--- src/rcs_pkg.sv ---
package rcs_pkg;

  // ************************************************************
  // ** widths and defaults
  // ************************************************************
  localparam int ADDR_W      = 8;
  localparam int DATA_W      = 16;
  localparam int LAT_W       = 5;
  localparam int VPTR_W      = 4;
  localparam int CNT_W       = 16;

  localparam logic [ADDR_W-1:0] ADDR_PAT_A = 8'h00;
  localparam logic [ADDR_W-1:0] ADDR_PAT_B = 8'h01;
  localparam logic [3:0]        NIB_A      = 4'hA;
  localparam logic [3:0]        NIB_B      = 4'h5;

  localparam logic [LAT_W-1:0]  LAT_MAX_DEF    = 5'h1F;
  localparam logic [LAT_W-1:0]  LAT_MIN_DEF    = 5'h02;
  localparam logic [LAT_W-1:0]  LAT_STEP_DOWN  = 5'h01;
  localparam logic [LAT_W-1:0]  LAT_MARGIN     = 5'h03;
  localparam logic [VPTR_W-1:0] VPTR_STEP      = 4'h1;
  localparam logic [VPTR_W-1:0] VPTR_ZERO      = 4'h0;

  // stable wait, 200 us at 125 MHz
  localparam int STABLE_US     = 200;
  localparam int CLK_MHZ       = 125;
  localparam int STABLE_CYC    = STABLE_US * CLK_MHZ;
  localparam int BURST_LEN_DEF = 4;
  localparam int CMP_WAIT_DEF  = 4;
  localparam int FLUSH_CYC_DEF = 32;
  localparam int READ_TO_DEF   = 64;
  localparam logic [CNT_W-1:0]  CNT_ZERO = 16'h0000;
  localparam logic [CNT_W-1:0]  CNT_ONE  = 16'h0001;

  // ************************************************************
  // ** command encoding
  // ************************************************************
  typedef enum logic [1:0] {
    RCS_CMD_NOP   = 2'h0,
    RCS_CMD_WRITE = 2'h1,
    RCS_CMD_READ  = 2'h2
  } rcs_cmd_t;

endpackage

--- src/rcs_dp_if.sv ---
`timescale 1ns/10ps
`default_nettype none
// ************************************************************
// ** sequencer to checker / pointer links
// ************************************************************
interface rcs_dp_if;
  import rcs_pkg::*;
  logic [DATA_W-1:0] data;
  logic              capture;
  logic [3:0]        expect_nib;
  logic              match;
  logic              vptr_inc;
  logic              vptr_clr;
  logic [VPTR_W-1:0] vptr;
  modport seq (output data, capture, expect_nib, vptr_inc, vptr_clr,
               input match, vptr);
  modport chk (input data, capture, expect_nib, output match);
  modport ptr (input vptr_inc, vptr_clr, output vptr);
endinterface
`default_nettype wire

--- src/rcs_cmp.sv ---
`timescale 1ns/10ps
`default_nettype none
// ************************************************************
// ** nibble pattern comparator
// ************************************************************
module rcs_cmp
  import rcs_pkg::*;
(
  // clock and reset
  input wire logic ref_clk,
  input wire logic reset,
  // link
  rcs_dp_if.chk    dp
);
  logic             match_r;
  logic             match_nxt;
  logic [DATA_W/4-1:0] nib_ok;

  genvar gi;
  generate
    for (gi = 0; gi < DATA_W/4; gi++) begin : g_nib
      assign nib_ok[gi] = (dp.data[gi*4 +: 4] == dp.expect_nib);
    end
  endgenerate

  always_comb begin
    match_nxt = match_r;
    if (dp.capture) begin
      match_nxt = &nib_ok;
    end
  end

  always_ff @(posedge ref_clk) begin
    if (reset) begin
      match_r <= 1'b0;
    end else begin
      match_r <= match_nxt;
    end
  end

  assign dp.match = match_r;
endmodule // rcs_cmp
`default_nettype wire

--- src/rcs_seq.sv ---
`timescale 1ns/10ps
`default_nettype none
module rcs_seq
  import rcs_pkg::*;
#(
  parameter int STABLE_CYCLES = STABLE_CYC,
  parameter int BURST_LEN     = BURST_LEN_DEF,
  parameter int HALF_RATE     = 0,
  parameter int CMP_WAIT      = CMP_WAIT_DEF,
  parameter int FLUSH_CYCLES  = FLUSH_CYC_DEF,
  parameter int READ_TIMEOUT  = READ_TO_DEF,
  parameter logic [LAT_W-1:0] LAT_MAX = LAT_MAX_DEF,
  parameter logic [LAT_W-1:0] LAT_MIN = LAT_MIN_DEF
)(
  // clock and reset
  input  wire logic              ref_clk,
  input  wire logic              reset,
  // controller command side
  input  wire logic [1:0]        ctl_cmd,
  input  wire logic [ADDR_W-1:0] ctl_addr,
  input  wire logic [DATA_W-1:0] ctl_wdata,
  // phy command side
  output logic [1:0]             phy_cmd,
  output logic [ADDR_W-1:0]      phy_addr,
  output logic [DATA_W-1:0]      phy_wdata,
  // read datapath
  input  wire logic              rd_valid,
  input  wire logic [DATA_W-1:0] rd_data,
  output logic [VPTR_W-1:0]      read_valid_fifo_wr_ptr,
  output logic                   rdfifo_wr_en,
  output logic                   rdfifo_ptr_reset,
  output logic                   latency_fifo_rd_en,
  output logic [LAT_W-1:0]       read_latency,
  // status
  output logic                   seq_busy,
  output logic                   cal_success,
  output logic                   cal_fail
);

  // ************************************************************
  // ** states
  // ************************************************************
  typedef enum logic [4:0] {
    S_RESET        = 5'h00,
    S_LOAD_INIT    = 5'h01,
    S_STABLE       = 5'h03,
    S_WR_A         = 5'h02,
    S_WR_A_DATA    = 5'h06,
    S_WR_B         = 5'h07,
    S_WR_B_DATA    = 5'h05,
    S_V_RD_A       = 5'h04,
    S_V_GAP        = 5'h0C,
    S_V_RD_B       = 5'h0D,
    S_V_WAIT       = 5'h0F,
    S_V_CMP        = 5'h0E,
    S_V_CHECK      = 5'h0A,
    S_V_ADD_FULL   = 5'h0B,
    S_V_ADD_HALF   = 5'h09,
    S_V_FIFO_RST   = 5'h08,
    S_V_PASS       = 5'h18,
    S_L_RD_B       = 5'h19,
    S_L_WAIT       = 5'h1B,
    S_L_CMP        = 5'h1A,
    S_L_REDUCE     = 5'h1E,
    S_L_FLUSH      = 5'h1F,
    S_L_WAIT_FLUSH = 5'h1D,
    S_L_MARGIN     = 5'h1C,
    S_DONE         = 5'h14,
    S_FAIL         = 5'h10
  } rcs_state_t;

  localparam int GAP_CYCLES = (BURST_LEN / 2 > 1) ? BURST_LEN / 2 : 1;
  localparam logic [CNT_W-1:0] STABLE_LAST = CNT_W'(STABLE_CYCLES - 1);
  localparam logic [CNT_W-1:0] GAP_LAST    = CNT_W'(GAP_CYCLES - 1);
  localparam logic [CNT_W-1:0] CMP_LAST    = CNT_W'(CMP_WAIT - 1);
  localparam logic [CNT_W-1:0] FLUSH_LAST  = CNT_W'(FLUSH_CYCLES - 1);
  localparam logic [CNT_W-1:0] TO_LAST     = CNT_W'(READ_TIMEOUT - 1);
  localparam logic [LAT_W:0]   LAT_MIN_X   = {1'b0, LAT_MIN};

  rcs_state_t        state_r;
  rcs_state_t        state_nxt;
  logic [CNT_W-1:0]  cnt_r;
  logic [CNT_W-1:0]  cnt_nxt;
  logic [LAT_W-1:0]  lat_r;
  logic [LAT_W-1:0]  lat_nxt;
  logic              pass_b_r;
  logic              pass_b_nxt;
  logic [1:0]        cmd_r;
  logic [1:0]        cmd_nxt;
  logic [ADDR_W-1:0] addr_r;
  logic [ADDR_W-1:0] addr_nxt;
  logic [DATA_W-1:0] wdata_r;
  logic [DATA_W-1:0] wdata_nxt;
  logic [3:0]        exp_nib;
  logic              cap;
  logic              inc;
  logic              fifo_rst;
  logic [LAT_W:0]    lat_sum;
  logic              cnt_hit;

  // ************************************************************
  // ** helpers
  // ************************************************************
  rcs_dp_if dp ();

  rcs_cmp u_cmp (
    .ref_clk (ref_clk),
    .reset   (reset),
    .dp      (dp.chk)
  );

  rcs_vptr u_vptr (
    .ref_clk (ref_clk),
    .reset   (reset),
    .dp      (dp.ptr)
  );

  assign dp.data       = rd_data;
  assign dp.capture    = cap;
  assign dp.expect_nib = exp_nib;
  assign dp.vptr_inc   = inc;
  assign dp.vptr_clr   = 1'b0;

  // ************************************************************
  // ** sequencer
  // ************************************************************
  always_comb begin
    state_nxt  = state_r;
    cnt_nxt    = cnt_r + CNT_ONE;
    lat_nxt    = lat_r;
    pass_b_nxt = pass_b_r;
    cmd_nxt    = RCS_CMD_NOP;
    addr_nxt   = addr_r;
    wdata_nxt  = wdata_r;
    exp_nib    = NIB_A;
    cap        = 1'b0;
    inc        = 1'b0;
    fifo_rst   = 1'b0;
    lat_sum    = {1'b0, lat_r} + {1'b0, LAT_MARGIN};
    cnt_hit    = 1'b0;
    case (state_r)
      S_RESET: begin
        state_nxt = S_LOAD_INIT;
        cnt_nxt   = CNT_ZERO;
      end
      S_LOAD_INIT: begin
        lat_nxt   = LAT_MAX;
        cnt_nxt   = CNT_ZERO;
        state_nxt = S_STABLE;
      end
      S_STABLE: begin
        if (cnt_r == STABLE_LAST) begin
          state_nxt = S_WR_A;
        end
      end
      S_WR_A: begin
        cmd_nxt   = RCS_CMD_WRITE;
        addr_nxt  = ADDR_PAT_A;
        wdata_nxt = {(DATA_W/4){NIB_A}};
        state_nxt = S_WR_A_DATA;
      end
      S_WR_A_DATA: state_nxt = S_WR_B;
      S_WR_B: begin
        cmd_nxt   = RCS_CMD_WRITE;
        addr_nxt  = ADDR_PAT_B;
        wdata_nxt = {(DATA_W/4){NIB_B}};
        state_nxt = S_WR_B_DATA;
      end
      S_WR_B_DATA: state_nxt = S_V_RD_A;
      S_V_RD_A: begin
        cmd_nxt   = RCS_CMD_READ;
        addr_nxt  = ADDR_PAT_A;
        cnt_nxt   = CNT_ZERO;
        state_nxt = S_V_GAP;
      end
      S_V_GAP: begin
        if (cnt_r == GAP_LAST) begin
          state_nxt = S_V_RD_B;
        end
      end
      S_V_RD_B: begin
        cmd_nxt   = RCS_CMD_READ;
        addr_nxt  = ADDR_PAT_B;
        cnt_nxt   = CNT_ZERO;
        state_nxt = S_V_WAIT;
      end
      S_V_WAIT: begin
        // first beat holds address 0 data
        if (rd_valid) begin
          cap       = 1'b1;
          cnt_nxt   = CNT_ZERO;
          state_nxt = S_V_CMP;
        end else if (cnt_r == TO_LAST) begin
          state_nxt = S_V_CHECK;
        end
      end
      S_V_CMP: begin
        cnt_hit = (cnt_r == CMP_LAST);
        if (cnt_r == CNT_ZERO) begin
          pass_b_nxt = dp.match;
        end
        if (rd_valid) begin
          exp_nib = NIB_B;
          cap     = 1'b1;
        end
        if (cnt_hit) begin
          state_nxt = S_V_CHECK;
        end
      end
      S_V_CHECK: begin
        if (pass_b_r && dp.match) begin
          state_nxt = S_V_FIFO_RST;
        end else begin
          inc       = 1'b1;
          state_nxt = S_V_ADD_FULL;
        end
        pass_b_nxt = 1'b0;
      end
      S_V_ADD_FULL: begin
        inc       = 1'b1;
        state_nxt = (HALF_RATE != 0) ? S_V_ADD_HALF : S_V_RD_A;
      end
      S_V_ADD_HALF: begin
        inc       = 1'b1;
        state_nxt = S_V_RD_A;
      end
      S_V_FIFO_RST: begin
        fifo_rst  = 1'b1;
        state_nxt = S_V_PASS;
      end
      S_V_PASS: begin
        lat_nxt   = LAT_MAX;
        state_nxt = S_L_RD_B;
      end
      S_L_RD_B: begin
        cmd_nxt   = RCS_CMD_READ;
        addr_nxt  = ADDR_PAT_B;
        cnt_nxt   = CNT_ZERO;
        state_nxt = S_L_WAIT;
      end
      S_L_WAIT: begin
        exp_nib = NIB_B;
        if (rd_valid) begin
          cap       = 1'b1;
          state_nxt = S_L_CMP;
        end else if (cnt_r == TO_LAST) begin
          state_nxt = S_L_MARGIN;
        end
      end
      S_L_CMP: begin
        state_nxt = dp.match ? S_L_REDUCE : S_L_MARGIN;
      end
      S_L_REDUCE: begin
        lat_nxt   = lat_r - LAT_STEP_DOWN;
        state_nxt = S_L_FLUSH;
      end
      S_L_FLUSH: begin
        cmd_nxt   = RCS_CMD_READ;
        addr_nxt  = ADDR_PAT_A;
        cnt_nxt   = CNT_ZERO;
        state_nxt = S_L_WAIT_FLUSH;
      end
      S_L_WAIT_FLUSH: begin
        if (cnt_r == FLUSH_LAST) begin
          state_nxt = S_L_RD_B;
        end
      end
      S_L_MARGIN: begin
        lat_nxt = lat_sum[LAT_W] ? LAT_MAX : lat_sum[LAT_W-1:0];
        if (lat_sum < LAT_MIN_X) begin
          state_nxt = S_FAIL;
        end else begin
          state_nxt = S_DONE;
        end
      end
      S_DONE: begin
        cnt_nxt   = cnt_r;
        state_nxt = S_DONE;
      end
      S_FAIL: begin
        cnt_nxt   = cnt_r;
        state_nxt = S_FAIL;
      end
      default: state_nxt = S_RESET;
    endcase
  end

  always_ff @(posedge ref_clk) begin
    if (reset) begin
      state_r  <= S_RESET;
      cnt_r    <= CNT_ZERO;
      lat_r    <= LAT_MAX_DEF;
      pass_b_r <= 1'b0;
      cmd_r    <= RCS_CMD_NOP;
      addr_r   <= ADDR_PAT_A;
      wdata_r  <= '0;
    end else begin
      state_r  <= state_nxt;
      cnt_r    <= cnt_nxt;
      lat_r    <= lat_nxt;
      pass_b_r <= pass_b_nxt;
      cmd_r    <= cmd_nxt;
      addr_r   <= addr_nxt;
      wdata_r  <= wdata_nxt;
    end
  end

  // ************************************************************
  // ** outputs
  // ************************************************************
  logic own_ctl;
  assign own_ctl = (state_r == S_DONE);

  assign phy_cmd   = own_ctl ? ctl_cmd   : cmd_r;
  assign phy_addr  = own_ctl ? ctl_addr  : addr_r;
  assign phy_wdata = own_ctl ? ctl_wdata : wdata_r;

  assign read_valid_fifo_wr_ptr     = dp.vptr;
  assign rdfifo_wr_en     = rd_valid;
  assign rdfifo_ptr_reset = fifo_rst;
  assign latency_fifo_rd_en      = own_ctl & rd_valid;
  assign read_latency     = lat_r;
  assign seq_busy         = ~own_ctl;
  assign cal_success      = own_ctl;
  assign cal_fail         = (state_r == S_FAIL);
endmodule // rcs_seq
`default_nettype wire

--- src/rcs_vptr.sv ---
`timescale 1ns/10ps
`default_nettype none
// ************************************************************
// ** read valid fifo write pointer
// ************************************************************
module rcs_vptr
  import rcs_pkg::*;
(
  // clock and reset
  input wire logic ref_clk,
  input wire logic reset,
  // link
  rcs_dp_if.ptr    dp
);
  logic [VPTR_W-1:0] vptr_r;
  logic [VPTR_W-1:0] vptr_nxt;

  always_comb begin
    vptr_nxt = vptr_r;
    if (dp.vptr_clr) begin
      vptr_nxt = VPTR_ZERO;
    end else if (dp.vptr_inc) begin
      vptr_nxt = vptr_r + VPTR_STEP;
    end
  end

  always_ff @(posedge ref_clk) begin
    if (reset) begin
      vptr_r <= VPTR_ZERO;
    end else begin
      vptr_r <= vptr_nxt;
    end
  end

  assign dp.vptr = vptr_r;
endmodule // rcs_vptr
`default_nettype wire

--- config.mk ---
export PLATFORM = sky130hd
export DESIGN_NAME = rcs_seq
export DESIGN_NICKNAME = d
export VERILOG_FILES = /design/src/rcs_pkg.sv /design/src/rcs_dp_if.sv /design/src/rcs_cmp.sv /design/src/rcs_seq.sv /design/src/rcs_vptr.sv
export SDC_FILE = /design/constraint.sdc
export NUM_CORES = 1
export LEC_CHECK = 0
export BUFFER_PORTS_ARGS = -buffer_cell sky130_fd_sc_hd__clkbuf_2
export CAP_MARGIN = 15
export CORE_MARGIN = 2
export CORE_UTILIZATION = 44
export CTS_BUF_LIST = sky130_fd_sc_hd__clkbuf_8 sky130_fd_sc_hd__clkbuf_16
export CTS_CLUSTER_DIAMETER = 100
export DETAILED_ROUTE_END_ITERATION = 16
export GPL_TIMING_DRIVEN = 0
export HOLD_SLACK_MARGIN = 0.02
export PLACE_DENSITY = 0.71
export REMOVE_ABC_BUFFERS = 1
export SKIP_LAST_GASP = 1
export SLEW_MARGIN = 10
export SYNTH_ARGS = -nofsm -noshare
export SYNTH_HDL_FRONTEND = slang
export SYNTH_SLANG_ARGS = --single-unit
--- constraint.sdc ---
create_clock -name ref_clk -period 2.7 [get_ports ref_clk]
set_input_delay 0.405 -clock ref_clk [delete_from_list [all_inputs] [get_ports ref_clk]]
set_output_delay 0.405 -clock ref_clk [all_outputs]
set_load 0.005 [all_outputs]
==> flow_metrics.env, run 1 <==
export IMPL_initial_core_util=0.448
export IMPL_viasPerCell=5.60
export IMPL_path_buf_inv=2
export IMPL_slowest_delay_ns=0.60
export IMPL_relSlewSlack=0.520
export IMPL_die_w_um=81.2
export IMPL_path_class="reg -> out"
export IMPL_rows=28
export IMPL_final_util=0.543
export IMPL_vias=2703
export IMPL_synthesis_area_um2=2620
export IMPL_synthArstFlopShare=0
export IMPL_r2r_end="state_r[2]"
export IMPL_firstDrtPassIters=4
export IMPL_yosys_warnings=0
export IMPL_htreeDepth=2
export IMPL_r2r_setup_slack_ns=0.20
export IMPL_cts_path_max_buffers=2
export IMPL_overflow=0
export IMPL_layout_worst_path_cycle_share=0.967
export IMPL_num_antenna_cells=0
export IMPL_fillers=568
export IMPL_tritoncts="yes"
export IMPL_p_total_uw=2030
export IMPL_status="finished clean"
export IMPL_wire_per_inst_um=13.3
export IMPL_drc_errors=0
export IMPL_timing_rr_start="cnt_r[0]"
export IMPL_grt_pass1_wl_um=10200
export IMPL_area_growth_pct=21.1
export IMPL_synth_seq_cells=37
export IMPL_drtAntennaViolNets=0
export IMPL_cts_hold_buffers=0
export IMPL_use_met1=0.227
export IMPL_ys_seq_area_frac=0.282
export IMPL_finalSetupViolCount=0
export IMPL_design_core_area_um2=5850
export IMPL_syn_area_per_cell_um2=7.76
export IMPL_crit_arrival_ns=2.21
export IMPL_busiest_layer="met2"
export IMPL_fmax_ghz=0.383
export IMPL_clkLatencyLatePin_ns=0.30
export IMPL_r2r_cells=6
export IMPL_synth_edff_count=0
export IMPL_synthDistinctLibCells=57
export IMPL_fin_hold_ws_ns=0.494
export IMPL_startpoint_type="flip-flop"
export IMPL_drive_gt1_frac=0.272
export IMPL_grt_total_usage=0.197
export IMPL_port_buffers=85
export IMPL_antenna_found_initial=0
export IMPL_grt_max_degree=30
export IMPL_final_setup_tns_ns=0
export IMPL_synthFlopType="dfxtp_1"
export IMPL_clkSinkCount=37
export IMPL_cp_end_kind="output pin"
export IMPL_worstPathMaxFanout=29
export IMPL_wl_um=6420
export IMPL_tightest_slew_ns=0.718
export IMPL_report_final_slew_viol_count=0
export IMPL_initialDrtViolationCount=195
export IMPL_cts_buffers=5
export IMPL_min_period_ns=2.61
export IMPL_nets=458
export IMPL_worst_path_max_delay_cell="or4b_4"
export IMPL_gp_routability_congestion=0.816
export IMPL_startpoint="state_r[1]"
export IMPL_leakage_uw=0.00145
export IMPL_grt_pass1_vias=2260
export IMPL_placed_area_um2=3060
export IMPL_die_h_um=81.2
export IMPL_root_buffer="clkbuf_8"
export IMPL_critPathRequiredTime_ns=2.30
export IMPL_ios=86
export IMPL_gr_usage_met2=0.355
export IMPL_powerDensity_nw_per_um2=638
export IMPL_path_delay_family="simple AND/OR/NAND/NOR gates"
export IMPL_rsz0062_at_grt="no"
export IMPL_crit_end="phy_cmd[0]"
export IMPL_min_path_type="reg -> reg"
export IMPL_fin_skew_ns=0.00918
export IMPL_cp_depth=5
export IMPL_max_cap_violations=0
export IMPL_peakVddDrop_v=0.000332
export IMPL_synthCells=338
export IMPL_clkTransAtPathRegs_ns=0.07
export IMPL_design_area_um2=3180
export IMPL_dieArea_um2=6590
export IMPL_hold_viol=0
export IMPL_hpwl_um=4640
export IMPL_path_cells="or4b_4 > nor2_4 > buf_8 > mux2_2 > clkbuf_2"
export IMPL_met3_usage=0.0378
==> worst min path at each step <==
stage,slack (ns),start,cells past startpoint,to
final,0.49,wdata_r[14],2,wdata_r[14]
after global routing,0.55,u_vptr.dp.vptr[3],2,u_vptr.dp.vptr[3]
after CTS,0.50,wdata_r[14],2,wdata_r[14]
after detailed placement,0.48,wdata_r[14],2,wdata_r[14]
after global placement,0.47,wdata_r[13],2,wdata_r[13]
after floorplan,0.45,wdata_r[14],2,wdata_r[14]
==> worst min-delay path, delay by kind of cell, from the launching register on <==
family,cells,cell delay (ns)
AO/OA/AOI/OAI,2,0.14
flip-flops,1,0.31
==> flip-flops by register name, indices dropped and copies added (netlist names) <==
name / flops
addr_r: 1
cmd_r: 2
cnt_r: 16
pass_b_r: 1
read_latency: 5
state_r: 5
u_cmp.dp.match: 1
u_vptr.dp.vptr: 4
wdata_r: 2
==> routing by layer <==
metal,up-vias,share of wire
li1,1359,-
met1,1255,0.42
met2,81,0.50
met3,8,0.063
met4,0,0.014
met5,-,0
==> repair_timing <==
action	CTS	global route
buffers inserted	1	0
pin swaps	1	0
resized for setup	8	1
endpoints found under the setup margin	29	3
==> logic make-up (layout without fill, tap and decap cells) <==
family	count (synthesis)	in the layout	synth area share
and+or+nand+nor	150	150	0.319
AOI/OAI and AO/OA	78	78	0.207
adders and majority gates	5	5	0.0239
muxes	8	8	0.0334
buffers and inverters	36	106	0.0539
xor gates and xnor gates	24	24	0.0802
DFF	37	37	0.282
==> area by class of cell <==
| type | instances | area [um2] | area share |
|---|---|---|---|
| flip-flops and latches | 37 | 752 | 0.237 |
| well taps | 75 | 93.8 | 0.0295 |
| multi-input cells | 265 | 1750 | 0.551 |
| clock inverters | 1 | 3.75 | 0.00118 |
| clock buffers | 6 | 82.6 | 0.0260 |
| inverters | 12 | 45.0 | 0.0142 |
| repair buffers | 87 | 448 | 0.141 |
==> stage by stage <==
stage	worst slack, ns	cells
detailed placement	-0.234	475
global placement	-1.29	474
finish	0.0889	483
CTS	0.0809	483
global route	0.00752	483
floorplan	-0.555	314
==> synth_stat cells, types with 3 or more instances <==
library cell	n	share of area
nor2b_1	7	0.017
buf_1	4	0.0057
a21o_1	18	0.052
clkbuf_1	17	0.024
nand2b_1	6	0.014
or3_1	3	0.0072
nor4_1	6	0.014
mux2_2	5	0.021
xor2_1	10	0.033
ha_1	5	0.024
dfxtp_1	37	0.28
o21ai_0	13	0.025
or2_2	3	0.0072
and2_1	10	0.024
nor3_1	6	0.011
o22ai_1	3	0.0072
nand4_1	10	0.024
nand3_1	10	0.019
nand2_1	21	0.030
xnor2_1	14	0.047
inv_1	12	0.017
a31oi_1	5	0.012
a21oi_1	13	0.025
nor4bb_1	11	0.042
nor2_1	42	0.060
o21bai_1	3	0.0086
==> placed cells by master, fill, tap and decap left out, types with 3 or more instances in the layout <==
cell type  count
a21o_1        18
a21oi_1       13
a31oi_1        5
and2_1        10
clkbuf_2      85
clkbuf_8       6
dfxtp_1       32
dfxtp_2        3
ha_1           5
inv_1         13
mux2_2         5
nand2_1       21
nand2b_1       6
nand3_1       10
nand4_1       10
nor2_1        41
nor2b_1        7
nor3_1         6
nor4_1         6
nor4bb_1      11
o21ai_0       13
o21bai_1       3
o22ai_1        3
or2_2          3
or3_1          3
xnor2_1       14
xor2_1        10
==> where the power goes <==
group          total [uW]  internal [uW]  switching (uW)
Combinational         806            400             406
Clock                 391            199             192
Sequential            829            608             220
Total                2030           1210             818
Note: power is estimated with default switching activity, not from simulation.
==> run 2, diff against run 1 <==
--- a/config.mk
+++ b/config.mk
@@ -5,6 +5,7 @@
 export SDC_FILE = /design/constraint.sdc
 export NUM_CORES = 1
 export LEC_CHECK = 0
+export ABC_AREA = 1
 export BUFFER_PORTS_ARGS = -buffer_cell sky130_fd_sc_hd__clkbuf_2
 export CAP_MARGIN = 15
 export CORE_MARGIN = 2
==> run 2 against run 1 <==
  * Combinational power up 9.9%
  * Global-route usage up 2.2 points
  * Largest power group is now combinational logic
  * Design area up 2.7%
==> flow_metrics.env, run 2 <==
export IMPL_grt_total_usage=0.219
export IMPL_relSlewSlack=0.681
export IMPL_dieArea_um2=6700
export IMPL_leakage_uw=0.00174
export IMPL_tritoncts="yes"
export IMPL_synth_most_common_cell="nand2_1"
export IMPL_viasPerCell=4.96
export IMPL_slowest_delay_ns=0.58
export IMPL_num_antenna_cells=0
export IMPL_critPathRequiredTime_ns=2.30
export IMPL_layout_commonest_cell="nand2_1"
export IMPL_drive_gt1_frac=0.204
export IMPL_worstPathMaxFanout=17
export IMPL_place_ws_ns=0.0278
export IMPL_synthesis_area_um2=2670
export IMPL_grt_pass1_vias=2642
export IMPL_gp_routability_congestion=0.952
export IMPL_synthFlopType="dfxtp_1"
export IMPL_clkPwrFrac=0.212
export IMPL_tightest_slew_ns=0.478
export IMPL_design_core_area_um2=5890
export IMPL_min_period_ns=2.44
export IMPL_clkTransAtPathRegs_ns=0.08
export IMPL_vias=3092
export IMPL_drc_errors=0
export IMPL_cp_end_kind="output pin"
export IMPL_rows=28
export IMPL_drtAntennaViolNets=0
export IMPL_firstDrtPassIters=4
export IMPL_final_setup_tns_ns=0
export IMPL_report_final_slew_viol_count=0
export IMPL_design_area_um2=3260
export IMPL_rsz0062_at_grt="no"
export IMPL_syn_area_per_cell_um2=5.75
export IMPL_mostFrequentLayoutCells="nand2_1 (140), clkbuf_2 (85), nor2_1 (77)"
export IMPL_fmax_ghz=0.410
export IMPL_wl_um=7180
export IMPL_powerDensity_nw_per_um2=642
export IMPL_fin_skew_ns=0.00356
export IMPL_cts_path_max_buffers=2
export IMPL_grt_pass1_wl_um=11400
export IMPL_path_common_cell="nand2_1"
export IMPL_initial_core_util=0.453
export IMPL_ios=86
export IMPL_worst_path_max_delay_cell="dfxtp_1"
export IMPL_finalSetupViolCount=0
export IMPL_area_growth_pct=22.3
export IMPL_startpoint_type="flip-flop"
export IMPL_status="finished clean"
export IMPL_largest_register_ff_count=16
export IMPL_final_util=0.554
export IMPL_min_path_type="reg -> reg"
export IMPL_layout_worst_path_cycle_share=0.904
export IMPL_wire_per_inst_um=11.5
export IMPL_peakVddDrop_v=0.000341
export IMPL_die_w_um=81.9
export IMPL_root_buffer="clkbuf_8"
export IMPL_crit_arrival_ns=2.04
export IMPL_synthDistinctLibCells=33
export IMPL_overflow=0
export IMPL_p_seq_frac=0.365
export IMPL_yosysTopAreaCell="dfxtp_1"
export IMPL_hold_viol=0
export IMPL_clkSinkCount=37
export IMPL_ys_seq_area_frac=0.278
export IMPL_intPower_uw=1190
export IMPL_cts_buffers=5
export IMPL_path_class="reg -> out"
export IMPL_hpwl_um=5660
export IMPL_antenna_found_initial=0
export IMPL_fin_hold_ws_ns=0.464
export IMPL_synth_area_leaders="dfxtp_1 (28%), nand2_1 (20%), nor2_1 (11%)"
export IMPL_post_cts_buffers=0
export IMPL_clkLatencyLatePin_ns=0.29
export IMPL_switching_share=0.430
export IMPL_netSwitchingPower_uw=901
export IMPL_path_buf_inv=3
export IMPL_synthCells=464
export IMPL_max_cap_violations=0
export IMPL_initialDrtViolationCount=174
export IMPL_placed_area_um2=3130
export IMPL_regMostFlops="cnt_r"
export IMPL_synthArstFlopShare=0
export IMPL_path_delay_family="simple AND/OR/NAND/NOR gates"
export IMPL_nets=597
export IMPL_setup_ws_ns=0.259
export IMPL_yosys_warnings=0
export IMPL_synthTopCellsByCount="nand2_1 (140), nor2_1 (77), inv_1 (63)"
export IMPL_synth_edff_count=0
export IMPL_synth_seq_cells=37
export IMPL_die_h_um=81.9
export IMPL_htreeDepth=2
export IMPL_path_cells="inv_1 > nor2_1 > nand3_4 > clkinvlp_4 > nand2_1 > nand2_1 > clkbuf_2"
export IMPL_comb_power_share=0.423
export IMPL_yosys_area_top_type_share=0.278
export IMPL_cts_hold_buffers=0
export IMPL_grt_max_degree=18
export IMPL_port_buffers=85
## run 2: changes by cell type after synthesis, moves of 13 or more
cell / change
nand3_1: +18
inv_1: +51
nand2_1: +119
xnor2_1: -13
clkbuf_1: -15
a21o_1: -18
nor2_1: +35
## run 2: power by group through the flow
stage	clock network, uW	logic [uW]	registers (uW)
after global placement	0	870	770
after floorplan	0	597	747
final	443	886	766
after CTS	456	881	760
after detailed placement	0	872	772
after global routing	477	1030	782
## run 2: final timing paths
kind | cells past startpoint | end | startpoint | slack [ns]
worst min-delay path | 2 | wdata_r[14] | wdata_r[14] | 0.46
worst max register to register | 8 | cnt_r[10] | state_r[4] | 0.54
worst max-delay path | 7 | phy_wdata[5] | state_r[2] | 0.26
worst min register to register | 2 | wdata_r[14] | wdata_r[14] | 0.46
## run 2: final cells by class
| cell class | instances | area (um2) |
|---|---|---|
| inverter | 68 | 259 |
| multi-input combinational | 349 | 1630 |
| timing repair buffer | 85 | 425 |
| clock buffer | 7 | 96.3 |
| sequential | 37 | 741 |
| timing repair inverter | 1 | 7.51 |
| tap | 75 | 93.8 |
| fill | 619 | 2620 |
| clock inverter | 1 | 8.76 |
## run 2: tightest hold or removal path, delay by kind of cell (launching register included)
kind	cells	cell delay, ns
flip-flops	1	0.31
AND/OR/NAND/NOR	1	0.06
AO/OA/AOI/OAI	1	0.05
## run 2: what timing repair did
action,CTS,global route
setup endpoints to repair,20,4
gates cloned,1,0
gates resized for setup,3,1
pin swaps,0,0
## run 2: kinds of logic (layout without fill, tap and decap cells)
| family | after synthesis | in the layout | synth area share |
|---|---|---|---|
| XOR/XNOR | 5 | 5 | 0.0164 |
| AND/OR/NAND/NOR | 289 | 289 | 0.462 |
| adder cells (fa/ha/maj) | 5 | 5 | 0.0235 |
| flip-flops | 37 | 37 | 0.278 |
| buffers and inverters | 78 | 162 | 0.115 |
| AO/OA/AOI/OAI | 50 | 50 | 0.105 |
## run 2: metal layers
layer,GRT usage,vias up,part of all wire,routed length [um]
met5,0,-,0,0
met4,0.0800,0,0.023,168
met3,0.0352,12,0.066,475
met1,0.259,1327,0.44,3140
met2,0.395,115,0.47,3400
li1,-,1638,-,-
## run 2: metrics by stage
step | total power [uW] | instances
final | 2090 | 623
after global routing | 2290 | 623
after CTS | 2100 | 623
after detailed placement | 1640 | 614
after global placement | 1640 | 614
after floorplan | 1340 | 454
==> run 3, diff against run 2 <==
--- a/config.mk
+++ b/config.mk
@@ -8,17 +8,20 @@
 export ABC_AREA = 1
 export BUFFER_PORTS_ARGS = -buffer_cell sky130_fd_sc_hd__clkbuf_2
 export CAP_MARGIN = 15
+export CELL_PAD_IN_SITES_DETAIL_PLACEMENT = 1
+export CELL_PAD_IN_SITES_GLOBAL_PLACEMENT = 1
 export CORE_MARGIN = 2
-export CORE_UTILIZATION = 44
+export CORE_UTILIZATION = 37
 export CTS_BUF_LIST = sky130_fd_sc_hd__clkbuf_8 sky130_fd_sc_hd__clkbuf_16
 export CTS_CLUSTER_DIAMETER = 100
 export DETAILED_ROUTE_END_ITERATION = 16
 export GPL_TIMING_DRIVEN = 0
 export HOLD_SLACK_MARGIN = 0.02
-export PLACE_DENSITY = 0.71
+export PLACE_DENSITY_LB_ADDON = 0.1
 export REMOVE_ABC_BUFFERS = 1
 export SKIP_LAST_GASP = 1
 export SLEW_MARGIN = 10
 export SYNTH_ARGS = -nofsm -noshare
 export SYNTH_HDL_FRONTEND = slang
+export SYNTH_HIERARCHICAL = 1
 export SYNTH_SLANG_ARGS = --single-unit
==> constraint.sdc (replaced) <==
create_clock -name ref_clk -period 3.17 [get_ports ref_clk]
set_input_delay 0.4755 -clock ref_clk [delete_from_list [all_inputs] [get_ports ref_clk]]
set_output_delay 0.4755 -clock ref_clk [all_outputs]
set_load 0.005 [all_outputs]
==> run 3 against run 2 <==
  * First-iteration DRC count fell by 28%
  * Utilization fell by 8.6 points
  * Sequential power fell by 14%
  * Wire length rose by 22%
  * Clock skew rose by 0.0077 ns
  * Area after synthesis rose by 6.1%
  * Die area rose by 25%
  * Global-route usage fell by 1.3 points
  * Power fell by 12%
  * Design area rose by 5.3%
==> flow_metrics.env, run 3 <==
export IMPL_post_cts_buffers=0
export IMPL_num_antenna_cells=0
export IMPL_synthFlopType="dfxtp_1"
export IMPL_clkLatencyLatePin_ns=0.30
export IMPL_yosysTopAreaCell="dfxtp_1"
export IMPL_report_final_slew_viol_count=0
export IMPL_dp_cells=660
export IMPL_cts_path_max_buffers=2
export IMPL_leakage_uw=0.00177
export IMPL_rsz0062_at_grt="yes"
export IMPL_grt_total_usage=0.206
export IMPL_die_w_um=91.5
export IMPL_grt_pass1_vias=3271
export IMPL_cts_buffers=5
export IMPL_synthMuxAreaShare=0
export IMPL_port_buffers=85
export IMPL_startpoint="state_r[1]"
export IMPL_rows=31
export IMPL_synthDistinctLibCells=35
export IMPL_nets=619
export IMPL_synthCells=487
export IMPL_critPathRequiredTime_ns=2.69
export IMPL_wl_um=8770
export IMPL_ys_seq_area_frac=0.262
export IMPL_synth_most_common_cell="nand2_1"
export IMPL_layout_worst_path_cycle_share=0.933
export IMPL_drive_gt1_frac=0.232
export IMPL_synthArstFlopShare=0
export IMPL_die_h_um=91.5
export IMPL_grt_pass1_wl_um=14400
export IMPL_crit_arrival_ns=2.48
export IMPL_comb_power_share=0.407
export IMPL_viasPerCell=5.04
export IMPL_synthesis_area_um2=2830
export IMPL_vias=3372
export IMPL_timing_rr_start="state_r[1]"
export IMPL_worstPathMaxFanout=17
export IMPL_clkPwrFrac=0.235
export IMPL_cts_hold_buffers=0
export IMPL_area_growth_pct=21.4
export IMPL_yosys_area_share_simple=0.487
export IMPL_cp_end_kind="output pin"
export IMPL_clkTransAtPathRegs_ns=0.08
export IMPL_dieArea_um2=8360
export IMPL_synth_top_family_by_area="simple AND/OR/NAND/NOR gates"
export IMPL_synth_xor_xnor_area_share=0.0155
export IMPL_design_core_area_um2=7330
export IMPL_peakVddDrop_v=0.000212
export IMPL_min_period_ns=2.96
export IMPL_hold_viol=0
export IMPL_switching_share=0.426
export IMPL_tightest_slew_ns=0.761
export IMPL_largest_register_ff_count=16
export IMPL_initial_core_util=0.386
export IMPL_status="finished clean"
export IMPL_intPower_uw=1060
export IMPL_min_from="pass_b_r"
export IMPL_wire_per_inst_um=13.1
export IMPL_p_seq_frac=0.358
export IMPL_synth_edff_count=0
export IMPL_htreeDepth=2
export IMPL_setup_ws_ns=0.211
export IMPL_syn_area_per_cell_um2=5.81
export IMPL_finalSetupViolCount=0
export IMPL_netSwitchingPower_uw=785
export IMPL_tritoncts="yes"
export IMPL_yosys_area_top_type_share=0.262
export IMPL_overflow=0
export IMPL_grt_max_degree=21
export IMPL_min_path_type="reg -> reg"
export IMPL_synthTopCellsByCount="nand2_1 (149), nor2_1 (82), inv_1 (52)"
export IMPL_path_class="reg -> out"
export IMPL_layout_commonest_cell="nand2_1"
export IMPL_startpoint_type="flip-flop"
export IMPL_hpwl_um=6930
export IMPL_synth_compound_area_share=0.107
export IMPL_fmax_ghz=0.338
export IMPL_firstDrtPassIters=4
export IMPL_drc_errors=0
export IMPL_initialDrtViolationCount=125
export IMPL_synth_area_leaders="dfxtp_1 (26%), nand2_1 (20%), nor2_1 (11%)"
export IMPL_relSlewSlack=0.487
export IMPL_root_buffer="clkbuf_8"
export IMPL_max_cap_violations=0
export IMPL_place_ws_ns=-0.130
export IMPL_yosys_warnings=6
export IMPL_regMostFlops="cnt_r"
export IMPL_antenna_found_initial=0
export IMPL_finalNonFillerCells=669
export IMPL_gp_routability_congestion=0.890
export IMPL_synth_seq_cells=37
export IMPL_mostFrequentLayoutCells="nand2_1 (148), clkbuf_2 (85), nor2_1 (82)"
export IMPL_powerDensity_nw_per_um2=537
export IMPL_yosys_area_share_adder=0.0221
export IMPL_fin_skew_ns=0.0113
export IMPL_drtAntennaViolNets=0
export IMPL_ios=86
export IMPL_clkSinkCount=37
## run 3: cell types whose count changed in the layout (fill, tap and decap cells not counted), sizes merged, moves of 6 or more
cell,change
a21oi,+9
inv,-8
nand2,+15
nand3,+7
nor2,+10
o211ai,-6
## run 3: timing repair
action | in CTS | in global routing
setup endpoints to repair | 20 | 5
pin swaps | 0 | 0
cloned | 0 | 1
gates resized for setup | 3 | 0
## run 3: power groups by stage
stage	combinational (uW)	clock, uW	sequential, uW
after CTS	754	440	658
after global placement	724	0	664
after detailed placement	745	0	667
after floorplan	504	0	637
after global routing	852	455	674
final	750	433	661
## run 3: per-layer routing
layer | vias to the layer above | track usage | share of wire
met3 | 11 | 0.0382 | 0.053
li1 | 1704 | - | -
met5 | - | 0 | 0
met2 | 91 | 0.369 | 0.47
met1 | 1566 | 0.248 | 0.46
met4 | 0 | 0.0581 | 0.015
## run 3: final timing paths
path / end / slack (ns) / depth (start not counted)
worst max-delay path: phy_wdata[4] / 0.21 / 8
worst min-delay path: pass_b_r / 0.44 / 2
worst max register to register: u_cmp/dp.match / 0.57 / 13
worst min register to register: pass_b_r / 0.44 / 2
## run 3: logic make-up (layout without fill, tap and decap cells)
family | Yosys count | count (layout)
AO/OA/AOI/OAI | 54 | 54
AND/OR/NAND/NOR | 315 | 315
adder cells (fa/ha/maj) | 5 | 5
other | 1 | 1
XOR/XNOR | 5 | 5
buffers and inverters | 70 | 153
flip-flops | 37 | 37
## run 3: layout make-up
cell class / instances / area, um2
clock buffer: 6 / 82.6
multi-input combinational: 380 / 1800
inverter: 59 / 225
sequential: 37 / 741
tap: 99 / 124
timing repair buffer: 85 / 425
timing repair inverter: 1 / 5.00
clock inverter: 2 / 33.8
fill: 1092 / 3900
## run 3: worst max-delay path, cell delays in order (launching register included)
cell and delay, ns:
dfxtp_1 0.50, nor2_4 0.23, nand2_2 0.11, nor2_4 0.35
nand2_2 0.34, clkinvlp_2 0.37, nand2_1 0.10, nand2_1 0.07
clkbuf_2 0.11
## run 3: stage by stage
stage | area, um2 | total power, uW | utilization | hold slack (ns) | setup TNS [ns]
finish | 3430 | 1840 | 0.469 | 0.444 | 0
global route | 3430 | 1980 | 0.469 | 0.469 | -0.0328
CTS | 3430 | 1850 | 0.468 | 0.451 | 0
global placement | 3300 | 1390 | 0.450 | 0.435 | -1.36
floorplan | 2750 | 1140 | - | 0.423 | 0
detailed placement | 3300 | 1410 | 0.450 | 0.438 | -1.91
